==> config.mk <==
export PLATFORM = sky130hd
export DESIGN_NAME = led_sink_fade_control
export DESIGN_NICKNAME = d
export VERILOG_FILES = /design/src/core/led_pkg.sv /design/src/core/cp_ctrl.sv /design/src/core/led_sink_fade_control.sv
export VERILOG_INCLUDE_DIRS = /design/src /design/src/core
export SDC_FILE = /design/constraint.sdc
export NUM_CORES = 1
export LEC_CHECK = 0
export ABC_AREA = 1
export BUFFER_PORTS_ARGS = -buffer_cell sky130_fd_sc_hd__buf_2
export CORE_MARGIN = 3
export CORE_UTILIZATION = 35
export CTS_CLUSTER_SIZE = 24
export DETAILED_ROUTE_END_ITERATION = 10
export PLACE_DENSITY = 0.57
export SETUP_SLACK_MARGIN = 0.1
export SKIP_LAST_GASP = 1
export SLEW_MARGIN = 20
export SYNTH_ARGS = -nofsm -noshare
export SYNTH_HDL_FRONTEND = slang
export SYNTH_HIERARCHICAL = 1
export SYNTH_SLANG_ARGS = --single-unit
==> constraint.sdc <==
create_clock -name mclk -period 7 [get_ports mclk]
set_input_delay 0.35 -clock mclk [delete_from_list [all_inputs] [get_ports mclk]]
set_output_delay 0.35 -clock mclk [all_outputs]
set_load 0.005 [all_outputs]
==> src/core/led_consts.svh <==
`ifndef LED_CONSTS_SVH
`define LED_CONSTS_SVH

// ==========================================
// register offsets on the write port
`define REG_ENABLE     5'h00
`define REG_MAIN_LEVEL 5'h01
`define REG_BANK2      5'h02
`define REG_BANK3      5'h03
`define REG_FADE_RATE  5'h04

// ==========================================
// reset values and field layout
`define ENABLE_RST     5'h00
`define LEVEL_RST      5'h00
`define FADE_RST       8'h00
`define FADE_RATE_MSB  1
`define LOW_IQ_HALF_MA 6'h08

// ==========================================
// timing
`define CLK_HZ         100000000
`define CP_FREQ_HZ     250000
`define CP_HALF_CYC    (`CLK_HZ / (2 * `CP_FREQ_HZ))
`define FADE_STEP_US   1000
`define FADE_STEP_CYC  ((`FADE_STEP_US * (`CLK_HZ / 1000000)))
`define CP_HYST_US     20
`define CP_HYST_CYC    ((`CP_HYST_US * (`CLK_HZ / 1000000)))

`endif

==> src/core/led_pkg.sv <==
package led_pkg;
  typedef enum logic [1:0] {
    CP_1X  = 2'b00,
    CP_1X5 = 2'b01,
    CP_2X  = 2'b10
  } cp_mode_t;
endpackage

==> src/core/cp_ctrl.sv <==
`timescale 1ns/1ps
`include "led_consts.svh"

module cp_ctrl #(
  parameter int HYST_CYC = `CP_HYST_CYC,
  parameter int HALF_CYC = `CP_HALF_CYC
) (
  input  wire logic              mclk,
  input  wire logic              rst,
  input  wire logic              ce,
  input  wire logic              run,
  input  wire logic              headroom_low,
  input  wire logic              headroom_high,
  output led_pkg::cp_mode_t      cp_mode,
  output logic                   cp_clk
);
  // ==========================================
  // mode selection with hysteresis
  logic [15:0] dwell;
  logic [15:0] div;
  wire         up_req   = run && headroom_low && cp_mode != led_pkg::CP_2X;
  wire         down_req = run && headroom_high && cp_mode != led_pkg::CP_1X;
  wire         dwell_done = dwell >= 16'(HYST_CYC - 1);
  wire         switching  = run && cp_mode != led_pkg::CP_1X;
  wire         div_done   = div >= 16'(HALF_CYC - 1);

  // a condition must persist for the dwell time, so a brief dip cannot flip the mode back
  always_ff @(posedge mclk or posedge rst) begin
    if (rst) begin
      cp_mode <= led_pkg::CP_1X;
      dwell   <= 16'h0000;
    end else if (ce) begin
      if (!run) begin
        cp_mode <= led_pkg::CP_1X;
        dwell   <= 16'h0000;
      end else if ((up_req || down_req) && !dwell_done) begin
        dwell <= dwell + 16'h0001;
      end else if (up_req) begin
        cp_mode <= (cp_mode == led_pkg::CP_1X) ? led_pkg::CP_1X5 : led_pkg::CP_2X;
        dwell   <= 16'h0000;
      end else if (down_req) begin
        cp_mode <= (cp_mode == led_pkg::CP_2X) ? led_pkg::CP_1X5 : led_pkg::CP_1X;
        dwell   <= 16'h0000;
      end else begin
        dwell <= 16'h0000;
      end
    end
  end

  // ==========================================
  // switching clock, silent in 1x and in sleep
  always_ff @(posedge mclk or posedge rst) begin
    if (rst) begin
      div    <= 16'h0000;
      cp_clk <= 1'b0;
    end else if (ce) begin
      if (!switching) begin
        div    <= 16'h0000;
        cp_clk <= 1'b0;
      end else if (div_done) begin
        div    <= 16'h0000;
        cp_clk <= ~cp_clk;
      end else begin
        div <= div + 16'h0001;
      end
    end
  end
endmodule

==> src/core/led_sink_fade_control.sv <==
// How it works
// - code maps 0-25mA in 0.5/1/2mA steps
// - sink off by cleared enable or a code of 00h-03h
// - pump clock 250kHz in boost, stopped in 1x
// - least boost mode chosen, with hysteresis
// - sinks off and disabled after power-up
// - low quiescent flag at 4.0mA or below
// - five sinks grouped into three banks
// - only main bank fades, others immediate
// - fade steps each code per rate interval
// - new rate applies to remaining steps
// - new level retargets from present level
// - disabling fade jumps to final target
// - fade off means immediate level change
// - code zero is zero current
// - shutdown returns all registers to defaults
// - all sinks disabled means sleep, pump stopped
`timescale 1ns/1ps
`include "led_consts.svh"

module led_sink_fade_control #(
  parameter int SINKS         = 5,
  parameter int FADE_STEP_CYC = `FADE_STEP_CYC,
  parameter int CP_HYST_CYC   = `CP_HYST_CYC
) (
  input  wire logic                 mclk,
  input  wire logic                 rst,
  input  wire logic                 ce,
  input  wire logic                 shutdown,
  input  wire logic                 wr_en,
  input  wire logic [4:0]           wr_addr,
  input  wire logic [7:0]           wr_data,
  input  wire logic [2*SINKS-1:0]   sink_bank,
  input  wire logic                 headroom_low,
  input  wire logic                 headroom_high,
  output logic      [SINKS-1:0]     sink_on,
  output logic      [6*SINKS-1:0]   sink_half_ma,
  output logic      [4:0]           main_level,
  output logic                      fading,
  output logic                      low_iq,
  output logic                      sleep,
  output led_pkg::cp_mode_t         cp_mode,
  output logic                      cp_clk
);
  // ==========================================
  // code to current, in half milliamps
  // codes 01h-03h sit below the first step and give no current
  function automatic logic [5:0] code_to_half_ma(input logic [4:0] code);
    logic [5:0] c;
    c = {1'b0, code};
    if (code < 5'h04) begin
      code_to_half_ma = 6'h00;
    end else if (code < 5'h0e) begin
      code_to_half_ma = c - 6'h03;
    end else if (code < 5'h1e) begin
      code_to_half_ma = 6'((c - 6'h0e) * 6'h02 + 6'h0c);
    end else begin
      code_to_half_ma = 6'((c - 6'h1e) * 6'h04 + 6'h2e);
    end
  endfunction

  // ==========================================
  // configuration registers
  logic [SINKS-1:0] enable;
  logic [4:0]       main_target;
  logic [4:0]       bank2_level;
  logic [4:0]       bank3_level;
  logic [7:0]       main_fade_rate;
  logic [31:0]      step_cnt;

  wire        wr_enable = wr_en && wr_addr == `REG_ENABLE;
  wire        wr_main   = wr_en && wr_addr == `REG_MAIN_LEVEL;
  wire        wr_bank2  = wr_en && wr_addr == `REG_BANK2;
  wire        wr_bank3  = wr_en && wr_addr == `REG_BANK3;
  wire        wr_rate   = wr_en && wr_addr == `REG_FADE_RATE;
  wire [1:0]  rate_sel  = main_fade_rate[`FADE_RATE_MSB:0];
  wire        fade_en   = rate_sel != 2'b00;
  wire [31:0] interval  = 32'(FADE_STEP_CYC) * {30'h0, rate_sel};
  // rate 0 gives interval 0 and the subtraction wraps; step_due is ignored then
  wire        step_due  = step_cnt >= interval - 32'h1;
  wire        at_target = main_level == main_target;

  // ==========================================
  // fade decode
  wire        wr_rate_off = wr_rate && wr_data[`FADE_RATE_MSB:0] == 2'b00;
  wire        step_up     = main_level < main_target;
  // no wrap: a step is only taken while the level differs from the target
  wire [4:0]  next_level  = step_up ? main_level + 5'h01 : main_level - 5'h01;

  // the fade state is fully reset by shutdown, as every register is
  always_ff @(posedge mclk or posedge rst) begin
    if (rst) begin
      enable         <= SINKS'(`ENABLE_RST);
      main_target    <= `LEVEL_RST;
      bank2_level    <= `LEVEL_RST;
      bank3_level    <= `LEVEL_RST;
      main_fade_rate <= `FADE_RST;
    end else if (ce) begin
      if (shutdown) begin
        enable         <= SINKS'(`ENABLE_RST);
        main_target    <= `LEVEL_RST;
        bank2_level    <= `LEVEL_RST;
        bank3_level    <= `LEVEL_RST;
        main_fade_rate <= `FADE_RST;
      end else begin
        if (wr_enable) begin
          enable <= wr_data[SINKS-1:0];
        end
        if (wr_main) begin
          main_target <= wr_data[4:0];
        end
        if (wr_bank2) begin
          bank2_level <= wr_data[4:0];
        end
        if (wr_bank3) begin
          bank3_level <= wr_data[4:0];
        end
        if (wr_rate) begin
          main_fade_rate <= wr_data;
        end
      end
    end
  end

  // ==========================================
  // main bank fade sequencer
  always_ff @(posedge mclk or posedge rst) begin
    if (rst) begin
      main_level <= `LEVEL_RST;
      step_cnt   <= 32'h0;
    end else if (ce) begin
      if (shutdown) begin
        main_level <= `LEVEL_RST;
        step_cnt   <= 32'h0;
      end else if (wr_main) begin
        step_cnt <= 32'h0;
        if (!fade_en) begin
          main_level <= wr_data[4:0];
        end
      end else if (wr_rate_off) begin
        main_level <= main_target;
        step_cnt   <= 32'h0;
      end else if (!fade_en || at_target) begin
        step_cnt <= 32'h0;
      end else if (step_due) begin
        step_cnt   <= 32'h0;
        main_level <= next_level;
      end else begin
        step_cnt <= step_cnt + 32'h1;
      end
    end
  end

  // ==========================================
  // bank routing and sink outputs
  wire [5:0] main_half_ma  = code_to_half_ma(main_level);
  wire [5:0] bank2_half_ma = code_to_half_ma(bank2_level);
  wire [5:0] bank3_half_ma = code_to_half_ma(bank3_level);
  wire [5:0] tgt_half_ma   = code_to_half_ma(main_target);

  genvar i;
  generate
    for (i = 0; i < SINKS; i = i + 1) begin : g_sink
      wire [1:0] bank = sink_bank[2*i +: 2];
      // bank code 3 is undefined and falls back to the main bank
      wire [5:0] bank_half_ma = (bank == 2'b01) ? bank2_half_ma :
                                (bank == 2'b10) ? bank3_half_ma : main_half_ma;
      wire       on_now       = enable[i] && bank_half_ma != 6'h00;
      wire [5:0] next_half_ma = on_now ? bank_half_ma : 6'h00;
      always_ff @(posedge mclk or posedge rst) begin
        if (rst) begin
          sink_on[i]             <= 1'b0;
          sink_half_ma[6*i +: 6] <= 6'h00;
        end else if (ce) begin
          sink_on[i]             <= on_now;
          sink_half_ma[6*i +: 6] <= next_half_ma;
        end
      end
    end
  endgenerate

  // ==========================================
  // status decode
  // low_iq follows the stored target, not the faded level, so it cannot chatter mid-fade
  wire next_fading = fade_en && !at_target;
  wire next_low_iq = tgt_half_ma <= `LOW_IQ_HALF_MA;
  // sleep is judged on enables alone: enabled sinks at code zero still keep the pump awake
  wire next_sleep  = enable == '0;

  // ==========================================
  // status outputs
  always_ff @(posedge mclk or posedge rst) begin
    if (rst) begin
      fading <= 1'b0;
      low_iq <= 1'b1;
      sleep  <= 1'b1;
    end else if (ce) begin
      fading <= next_fading;
      low_iq <= next_low_iq;
      sleep  <= next_sleep;
    end
  end


  // ==========================================
  // charge pump, run only while some sink is enabled
  cp_ctrl #(
    .HYST_CYC (CP_HYST_CYC),
    .HALF_CYC (`CP_HALF_CYC)
  ) u_cp (
    .mclk          (mclk),
    .rst           (rst),
    .ce            (ce),
    .run           (!sleep),
    .headroom_low  (headroom_low),
    .headroom_high (headroom_high),
    .cp_mode       (cp_mode),
    .cp_clk        (cp_clk)
  );
endmodule

### After elaboration in Yosys (flattened, before gate mapping)

Cells that the tools add are included.

* register bits: 132
* input port bits: 30

* $add $sub $neg: 26
* multiply operators: 1
* magnitude comparators: 17
* equality and inequality tests: 21
* muxes and demuxes: 61
* bitwise logic cells: 1
* reductions and logical operators: 50

Operator list (count)
* two-way mux 6 bit: 27
* two-way mux 32 bit: 5
* two-way mux 5 bit: 15
* two-way mux 16 bit: 4
* adder 16 x 1 -> 16 bit (second input constant): 2
* adder 32 x 1 -> 32 bit (second input constant): 1
* greater-or-equal comparator 32 bit: 1
* nonzero test 6 bit: 5
* adder 6 x 4 -> 6 bit (second input constant): 4
* adder 6 bit (second input constant): 4
* subtractor 5 x 2 -> 6 bit (second input constant): 4
* less-than comparator 5 x 3 -> 1 bit (second input constant): 4
* less-than comparator 5 x 4 -> 1 bit (second input constant): 4
* less-than comparator 5 bit (second input constant): 4
* subtractor 19 x 1 -> 20 bit (second input constant): 1
* subtractor 5 x 4 -> 5 bit (second input constant): 4
* logical AND 1 bit: 18
* greater-or-equal comparator 16 x 11 -> 1 bit (second input constant): 1
* greater-or-equal comparator 16 x 8 -> 1 bit (second input constant): 1
* subtractor 4 bit (second input constant): 4
* multiplier 12 x 2 -> 14 bit (first input constant): 1
* two-way mux 2 bit: 7
* nonzero test 2 bit: 7
* equality test 2 bit (second input constant): 6
* 23 further kinds: 43

### Longest topological paths before layout

Gate-level depths: netlist of run 1.

* word-level depth: 10
* mapped depth: 17
* gate-level depth less buffers: 17

### By module

Netlist of run 1, hierarchy kept.

By module, submodules not included
* led_sink_fade_control: instances 1, cells each 1068, area an instance 7524.7 um^2, sequential area each 2429.8 um^2
* cp_ctrl: instances 1, cells each 212, area an instance 1770.4 um^2, sequential area each 875.8 um^2

### Least setup slack after synthesis of run 1

OpenSTA, ideal clock, no wires.

* kind: reg2reg
* start: register main_level[2]
* end: register main_level[4]
* library setup time: 0.065 ns
* arrival time: 2.365 ns
* data required time: 6.935 ns
* path slack: 4.570 ns
* stages on the path, launching flop included: 16
* buffers on the path: 0
* period minus slack after synthesis: 2.430 ns
* cells stage by stage: dfrtp_1 > ha_1 > a21oi_1 > or2_2 > nand3_1 > nor2_1 > inv_1 > fa_1 > nand3_1 > nand2_1 > xor2_1 > o21bai_1 > nand3_1 > a21oi_1 > nand2_1 > nand2_1

* word-level cells in the longest chain between the ends: 7
* elaborated cells between the ends (all ways): 13
* classes of those cells: 2 x add/sub; 1 x order compare; 2 x eq/ne; 6 x mux; 2 x reduce/logical

RTL lines
* start, declared: RTL line led_sink_fade_control.sv:38 `output logic [4:0] main_level,`
* start signal, assigned: RTL line led_sink_fade_control.sv:129 `` main_level <= `LEVEL_RST; ``
* start signal, assigned: RTL line led_sink_fade_control.sv:133 `` main_level <= `LEVEL_RST; ``
* start signal, assigned: RTL line led_sink_fade_control.sv:138 `main_level <= wr_data[4:0];`
* subtractor 5 x 1 -> 5 bit, or another cell as far along: RTL line led_sink_fade_control.sv:88 `wire [4:0] next_level = step_up ? main_level + 5'h01 : main_level - 5'h01;`
* two-way mux 5 bit: RTL line led_sink_fade_control.sv:88
* two-way mux 5 bit: RTL line led_sink_fade_control.sv:145 `end else if (step_due) begin`
* two-way mux 5 bit: RTL line led_sink_fade_control.sv:143 `end else if (!fade_en || at_target) begin`
* two-way mux 5 bit: RTL line led_sink_fade_control.sv:140 `end else if (wr_rate_off) begin`
* two-way mux 5 bit: RTL line led_sink_fade_control.sv:135 `end else if (wr_main) begin`
* two-way mux 5 bit: RTL line led_sink_fade_control.sv:132 `if (shutdown) begin`

Several ways; a longest one is shown, not always the timed one. The select of a mux whose other input is x is not followed.
A chain may end at the register's enable or synchronous reset.

### Worst setup path after layout of run 1

* start: register main_fade_rate[0]
* end: register step_cnt[24]

* word-level cells in the longest chain between the ends: 8
* elaborated cells between the ends (all ways): 11
* classes of those cells: 1 x add/sub; 1 x mul; 1 x order compare; 5 x mux; 3 x reduce/logical

RTL lines
* start, declared: RTL line led_sink_fade_control.sv:68 `logic [7:0] main_fade_rate;`
* start signal, assigned: RTL line led_sink_fade_control.sv:97 `` main_fade_rate <= `FADE_RST; ``
* start signal, assigned: RTL line led_sink_fade_control.sv:104 `` main_fade_rate <= `FADE_RST; ``
* start signal, assigned: RTL line led_sink_fade_control.sv:119 `main_fade_rate <= wr_data;`
* multiplier 12 x 2 -> 14 bit: RTL line led_sink_fade_control.sv:78 `wire [31:0] interval = 32'(FADE_STEP_CYC) * {30'h0, rate_sel};`
* subtractor 19 x 1 -> 20 bit: RTL line led_sink_fade_control.sv:80 `wire step_due = step_cnt >= interval - 32'h1;`
* greater-or-equal comparator 32 bit: RTL line led_sink_fade_control.sv:80
* two-way mux 32 bit: RTL line led_sink_fade_control.sv:145
* two-way mux 32 bit *: RTL line led_sink_fade_control.sv:143
* two-way mux 32 bit *: RTL line led_sink_fade_control.sv:140
* two-way mux 32 bit *: RTL line led_sink_fade_control.sv:135
* two-way mux 32 bit *: RTL line led_sink_fade_control.sv:132
* end signal, assigned: RTL line led_sink_fade_control.sv:149 `step_cnt <= step_cnt + 32'h1;`
* end, declared: RTL line led_sink_fade_control.sv:69 `logic [31:0] step_cnt;`

Mark *: on every way between the ends. The rest lies on a longest branch, timed or not.

==> run summary, run 1 <==
Lkg Pwr -> 5.40 nW
Final HPWL DP -> 18500 microns
Max IR drop VDD -> 0.162 mV
Crit Path Class -> reg2reg
Worst R2R Setup Slack -> 3840 ps
number of cell rows -> 59
synthesized instance count -> 1280
Seq cells post-synth -> 132
Synth async-reset ratio -> 100%
CP startpoint kind -> flip-flop
share of cells above drive strength 1 -> 11.6%
total CTS buffers -> 17
GRT overflow -> 0
GR Util All Layers -> 18.1%
DR DRC count -> 0
Worst Path Max Fanout -> 28
Setup WS post-layout -> 3840 ps
R2R Path End -> step_cnt[24]$_DFFE_PP0P_
Tot Pwr -> 0.00299 W
Seq/Total Area, Yosys -> 35.6%
status -> completed
TNS Setup -> 0 ps
hold_buf cts -> 1
vias per cell -> 5.01
root buf cell -> clkbuf_16
Max Cap Viol -> 0
commonest cells after routing, fill and taps aside -> nand2_1, inv_1, nor2_1, nand3_1, dfrtp_1
Clock transition at path regs -> 60 ps
final hold violations -> 0
Core Region -> 26100 sq um
synthesized area per cell -> 7.26 sq um
Starting Density -> 35.7%
cells on worst reg2reg path -> 11
ant diodes -> 0
worst path required time -> 7310 ps
CTS tree -> done
fmax -> 317 MHz
P per Cell Area -> 281 nW/um^2
CTS H-Tree Depth -> 4
setup bufs post-CTS -> 0
pre-CTS setup slack -> 3860 ps
largest net degree at the start of global routing -> 74
fin crit period -> 3160 ps
Setup Skew -> 12.0 ps
hold path endpoint -> u_cp/cp_mode[0]$_DFFE_PP0P_
DR WL/cell -> 14.8 microns
post-route ant nets -> 0
count of flip-flops with a built-in enable after synthesis -> 0
IO Port Bufs -> 72
WL final -> 25100 microns
Yosys cell types -> 43
die extent in y -> 169 microns
Syn Nets -> 1377
synthesized area -> 9300 sq um
Worst-Margin Slew -> 975 ps
vias in the first global route -> 7993
Hold Crit Start -> headroom_low
crit share post-route -> 45.1%
crit path capture type -> flip-flop
DR pass1 iterations -> 5
CTS max path bufs -> 2
Die W -> 169 microns
Synth Flop Type -> dfrtp_1
first-pass GRT wire length -> 42100 microns
endpoints failing setup -> 0
setup repair after global routing missed its margin -> no
Max Transition Viols Final -> 0
post_cts resized -> 0
max_slew headroom -> 35.0%
Data arrival, critical path -> 3470 ps
number of synthesis warnings -> 6
Final #Nets -> 1454
GP Congestion -> 0.897
clk_lat worst skew -> 420 ps
vias -> 8542
I/O pins -> 76
CTS Sinks -> 132
Die ar. -> 28500 sq um
synth-to-layout area growth -> 14.4%
antenna violations before repair -> 0
Hold Path Class -> in2reg
Fill cells -> 2752
Hold Crit Depth -> 5
leading cell type in the layout, fill and taps excluded -> nand2_1
1st-iter DRT viols -> 737
worst r2r src -> main_fade_rate[0]$_DFFE_PP0P_
state kept, by name, indices dropped and copies added (netlist names):
signal,flops
u_cp/cp_clk,1
bank2_level,5
u_cp/dwell,16
main_fade_rate,2
u_cp/div,16
main_level,5
main_target,5
u_cp/cp_mode,2
low_iq,1
sink_on,5
sink_half_ma,30
bank3_level,5
sleep,1
step_cnt,32
fading,1
enable,5
layer usage:
layer | wire length, microns | GRT usage (%)
met2 | 10600 | 27.0
met4 | 388 | 4.80
met5 | 0 | 0
met3 | 1460 | 3.22
met1 | 12700 | 27.0
cells in the mapped netlist (2+ instances only):
library cell / number / area (sq um)
nand3_1: 135 / 676
dfrtp_1: 130 / 3250
o21a_1: 4 / 30.0
clkbuf_1: 9 / 33.8
or2_2: 2 / 12.5
nand2_1: 349 / 1310
nand3b_1: 2 / 15.0
a21oi_1: 26 / 130
nor2_2: 8 / 50.1
dfstp_2: 2 / 52.6
clkinv_1: 3 / 11.3
a21oi_2: 7 / 61.3
o21bai_1: 3 / 22.5
a22oi_1: 2 / 15.0
nor2_1: 135 / 507
nand4_1: 37 / 231
nor3_1: 22 / 110
ha_1: 66 / 826
a22o_1: 14 / 123
and2_1: 2 / 12.5
nor4_1: 7 / 43.8
nand3_4: 4 / 70.1
nand2_2: 15 / 93.8
o21ai_0: 60 / 300
buf_12: 2 / 40.0
xnor2_1: 18 / 158
o22ai_1: 4 / 25.0
inv_1: 140 / 526
o21ai_1: 13 / 65.1
buf_2: 7 / 35.0
inv_2: 3 / 11.3
nand3_2: 8 / 80.1
xor2_1: 31 / 272
cells by family (layout without fill, tap and decap cells):
family                   count (synthesis)  count (layout)  share of synthesized area [%]
AND/OR/NAND/NOR                        730             730                           34.9
buffers and inverters                  165             254                           7.16
AO/OA/AOI/OAI                          137             137                           8.70
flip-flops                             132             132                           35.6
adder cells (fa/ha/maj)                 67              67                           9.10
XOR/XNOR                                49              49                           4.62
through the flow:
step / utilization (%) / cell area (sq um) / instances / hold slack (ps)
floorplan: - / 9300 / 1280 / 431
global placement: 38.3 / 9990 / 1672 / 346
detailed placement: 38.3 / 9990 / 1672 / 342
CTS: 40.8 / 10600 / 1704 / 315
global route: 40.8 / 10600 / 1704 / 359
finish: 40.8 / 10600 / 1704 / 337
critical path: stages (launching register included):
cell and delay (ps):
dfrtp_1 430, inv_1 120, ha_1 250, inv_1 430, ha_1 350, a21oi_1 130
nor2_1 50, nor3b_1 180, nand3_1 110, nor2_2 140, nand3_2 480, o21ai_0 370
area by class of cell:
class                      count  area [sq um]  area share [%]
inverter                     146           551            5.18
timing repair buffer          77           400            3.76
multi-input combinational    983          5320            50.1
sequential                   132          3310            31.1
clock inverter                13           208            1.95
clock buffer                  18           429            4.03
tap                          335           419            3.94
worst max path at each step:
stage	from	endpoint	depth (start not counted)
2_1_floorplan	rst	bank2_level[0]$_DFFE_PP0P_	1
3_3_place_gp	main_fade_rate[0]$_DFFE_PP0P_	step_cnt[14]$_DFFE_PP0P_	11
3_5_place_dp	main_fade_rate[0]$_DFFE_PP0P_	step_cnt[14]$_DFFE_PP0P_	11
4_1_cts	main_fade_rate[0]$_DFFE_PP0P_	step_cnt[24]$_DFFE_PP0P_	11
5_1_grt	main_fade_rate[0]$_DFFE_PP0P_	step_cnt[22]$_DFFE_PP0P_	11
6_report	main_fade_rate[0]$_DFFE_PP0P_	step_cnt[24]$_DFFE_PP0P_	11
power breakdown:
group | switching [W] | internal (W)
combinational | 0.000685 | 0.000371
clock | 0.000355 | 0.000630
sequential | 0.000107 | 0.000839
(Power assumes the default switching activity.)
==> run 2: changes to the inputs <==
--- a/config.mk
+++ b/config.mk
@@ -6,7 +6,7 @@
 export SDC_FILE = /design/constraint.sdc
 export NUM_CORES = 1
 export LEC_CHECK = 0
-export ABC_AREA = 1
+export ABC_AREA = 0
 export BUFFER_PORTS_ARGS = -buffer_cell sky130_fd_sc_hd__buf_2
 export CORE_MARGIN = 3
 export CORE_UTILIZATION = 35
==> constraint.sdc (replaced) <==
create_clock -name mclk -period 3.3 [get_ports mclk]
set_input_delay 0.165 -clock mclk [delete_from_list [all_inputs] [get_ports mclk]]
set_output_delay 0.165 -clock mclk [all_outputs]
set_load 0.005 [all_outputs]
==> run 2 against run 1 <==
Area after synthesis rose by 0.67%; setup slack got worse by 3600 ps; sequential power grew 110%; global-route usage decreased by 0.17 points; cell area up 2.0%; power rose by 110%; die area increased by 0.65%.
==> run summary, run 2 <==
Synth Flop Type -> dfrtp_1
final hold violations -> 0
commonest cells after routing, fill and taps aside -> dfrtp_1, nand2_1, nor2_1
antenna violations before repair -> 0
Synth area leader -> dfrtp_1
ant diodes -> 0
I/O pins -> 76
CTS tree -> done
clk_lat worst skew -> 430 ps
TNS Setup -> 0 ps
most frequent CP cell -> o21ai_0
synthesized area per cell -> 9.00 sq um
root buf cell -> clkbuf_16
Synth async-reset ratio -> 100%
setup repair after global routing missed its margin -> yes
Hold Crit Depth -> 2
Crit Path Class -> reg2reg
vias -> 8390
synthesized instance count -> 1040
P per Cell Area -> 585 nW/um^2
largest registers -> step_cnt: 32 flops, sink_half_ma: 30 flops
Clock transition at path regs -> 60 ps
Lkg Pwr -> 4.94 nW
1st-iter DRT viols -> 604
CTS H-Tree Depth -> 4
count of flip-flops with a built-in enable after synthesis -> 0
CP startpoint kind -> flip-flop
fin crit period -> 3100 ps
endpoints failing setup -> 0
first-pass GRT wire length -> 41800 microns
Seq/Total Area, Yosys -> 35.3%
top cells by count, synth -> dfrtp_1, nand2_1, nor2_1, ha_1, a21oi_1
die extent in y -> 170 microns
cells on worst reg2reg path -> 13
CTS Sinks -> 132
number of cell rows -> 59
status -> completed
crit-path cells -> inv_1, ha_4, clkinvlp_4, buf_4, ha_1, a21oi_1, o21ai_0, nand3_1, a311oi_1, or4_4, buf_12, or3_1, o21ai_0
largest net degree at the start of global routing -> 54
Die ar. -> 28700 sq um
Die W -> 170 microns
CTS max path bufs -> 2
total CTS buffers -> 17
number of synthesis warnings -> 6
Max IR drop VDD -> 0.339 mV
share of cells above drive strength 1 -> 17.0%
vias in the first global route -> 7977
IO Port Bufs -> 72
fin util -> 41.5%
hold path endpoint -> main_target[4]$_DFFE_PP0P_
leading cell type in the layout, fill and taps excluded -> dfrtp_1
DR pass1 iterations -> 5
Syn Nets -> 1137
Yosys cell types -> 88
Starting Density -> 35.8%
Final #Nets -> 1219
Worst-Margin Slew -> 844 ps
Hold Path Class -> in2reg
synthesized area -> 9360 sq um
R2R Path End -> step_cnt[20]$_DFFE_PP0P_
vias per cell -> 5.71
GR Util All Layers -> 18.0%
Seq cells post-synth -> 132
Largest Register -> step_cnt
fmax -> 323 MHz
area share of the largest cell type after synthesis -> 34.8%
crit path capture type -> flip-flop
crit share post-route -> 93.8%
Hold Crit Start -> wr_data[4]
WL final -> 25800 microns
DR DRC count -> 0
worst r2r src -> main_fade_rate[1]$_DFFE_PP0P_
Setup Skew -> 12.4 ps
Final HPWL DP -> 18300 microns
Max Cap Viol -> 0
Core Region -> 26100 sq um
highest-delay cell along the critical path -> or4_4
count leader, synth -> dfrtp_1
Worst R2R Setup Slack -> 200 ps
post-route ant nets -> 0
GRT overflow -> 0
max_slew headroom -> 43.1%
worst path required time -> 3640 ps
Max Transition Viols Final -> 0
synth-to-layout area growth -> 16.0%
max reg flops -> 32
synth top area cells -> dfrtp_1, ha_1, nand2_1
CP top delay family -> simple AND/OR/NAND/NOR gates
WP buf/inv -> 4
GP Congestion -> 0.867
Worst Path Max Fanout -> 27
Data arrival, critical path -> 3440 ps
CP peak stage delay -> 560 ps
DR WL/cell -> 17.6 microns
==> run 2: cell count changes in the layout (fill, tap and decap cells not counted), moves of 18 or more <==
cell,delta
a21oi_1,+32
nand3_1,-96
inv_1,-90
xor2_1,-21
a21o_1,+21
nor2_1,-55
nand2_1,-259
buf_4,+32
and3_1,+18
o2bb2ai_1,+27
==> run 2: layout make-up <==
cell class / count / area, sq um
multi-input combinational: 807 / 5650
fill: 2634 / 15300
timing repair buffer: 111 / 681
tap: 335 / 419
clock inverter: 13 / 150
timing repair inverter: 1 / 7.51
sequential: 132 / 3310
inverter: 52 / 201
clock buffer: 19 / 443
==> run 2: cell families (layout without fill, tap and decap cells) <==
kind of cell,after synthesis,count (layout),share of synthesized area [%]
AND/OR/NAND/NOR,370,370,20.6
AO/OA/AOI/OAI,302,302,23.0
flip-flops,132,132,35.3
buffers and inverters,101,196,4.71
adder cells (fa/ha/maj),67,67,9.04
multiplexers,36,36,4.32
XOR/XNOR,32,32,2.99
==> run 2: metrics by stage <==
step / hold WS [ps] / instance area (sq um) / setup WS (ps) / power (W) / cells
2_1_floorplan: 305 / 9360 / 187 / 0.00366 / 1040
3_3_place_gp: 323 / 10200 / 149 / 0.00436 / 1434
3_5_place_dp: 328 / 10200 / 163 / 0.00439 / 1434
4_1_cts: 13.8 / 10800 / 108 / 0.00636 / 1467
5_1_grt: 17.7 / 10900 / 17.0 / 0.00677 / 1470
6_report: 35.4 / 10900 / 203 / 0.00635 / 1470
==> run 2: worst max path at each step <==
stage                                  startpoint                   endpoint  slack, ps  depth (start not counted)
finish              main_fade_rate[1]$_DFFE_PP0P_   step_cnt[20]$_DFFE_PP0P_        200                         13
global route        main_fade_rate[1]$_DFFE_PP0P_   step_cnt[20]$_DFFE_PP0P_         20                         13
CTS                 main_fade_rate[1]$_DFFE_PP0P_   step_cnt[20]$_DFFE_PP0P_        110                         12
floorplan               main_level[1]$_DFFE_PP0P_  main_level[4]$_DFFE_PP0P_        190                         12
detailed placement  main_fade_rate[0]$_DFFE_PP0P_   step_cnt[20]$_DFFE_PP0P_        160                         12
global placement    main_fade_rate[0]$_DFFE_PP0P_   step_cnt[11]$_DFFE_PP0P_        150                         12
==> run 2: power by group <==
| group | internal (W) | leakage, nW | switching [W] | total [W] |
|---|---|---|---|---|
| registers | 0.00179 | 1.79 | 0.000169 | 0.00196 |
| logic | 0.00104 | 2.86 | 0.00142 | 0.00246 |
| clock network | 0.00114 | 0.279 | 0.000788 | 0.00193 |
==> run 2: repair_timing <==
| action | CTS | global route |
|---|---|---|
| hold buffers | 1 | 0 |
| endpoints found under the setup margin | 0 | 24 |
| setup buffers | 0 | 2 |
| gates resized for setup | 0 | 9 |
| hold endpoints to repair | 84 | 0 |
==> run 2: worst register-to-register path, delay by kind of cell (launching register included) <==
kind	cells	cell delay, ps
and+or+nand+nor	3	1020
AOI/OAI and AO/OA	4	460
buffers and inverters	4	660
adders and majority gates	2	480
DFF	1	390
==> run 2: routing by layer <==
layer,vias up,track usage (%),wire length (microns)
li1,4098,-,-
met1,4089,25.5,12600
met2,181,28.0,11600
met3,22,4.12,1280
met4,0,4.20,276
met5,-,0,0
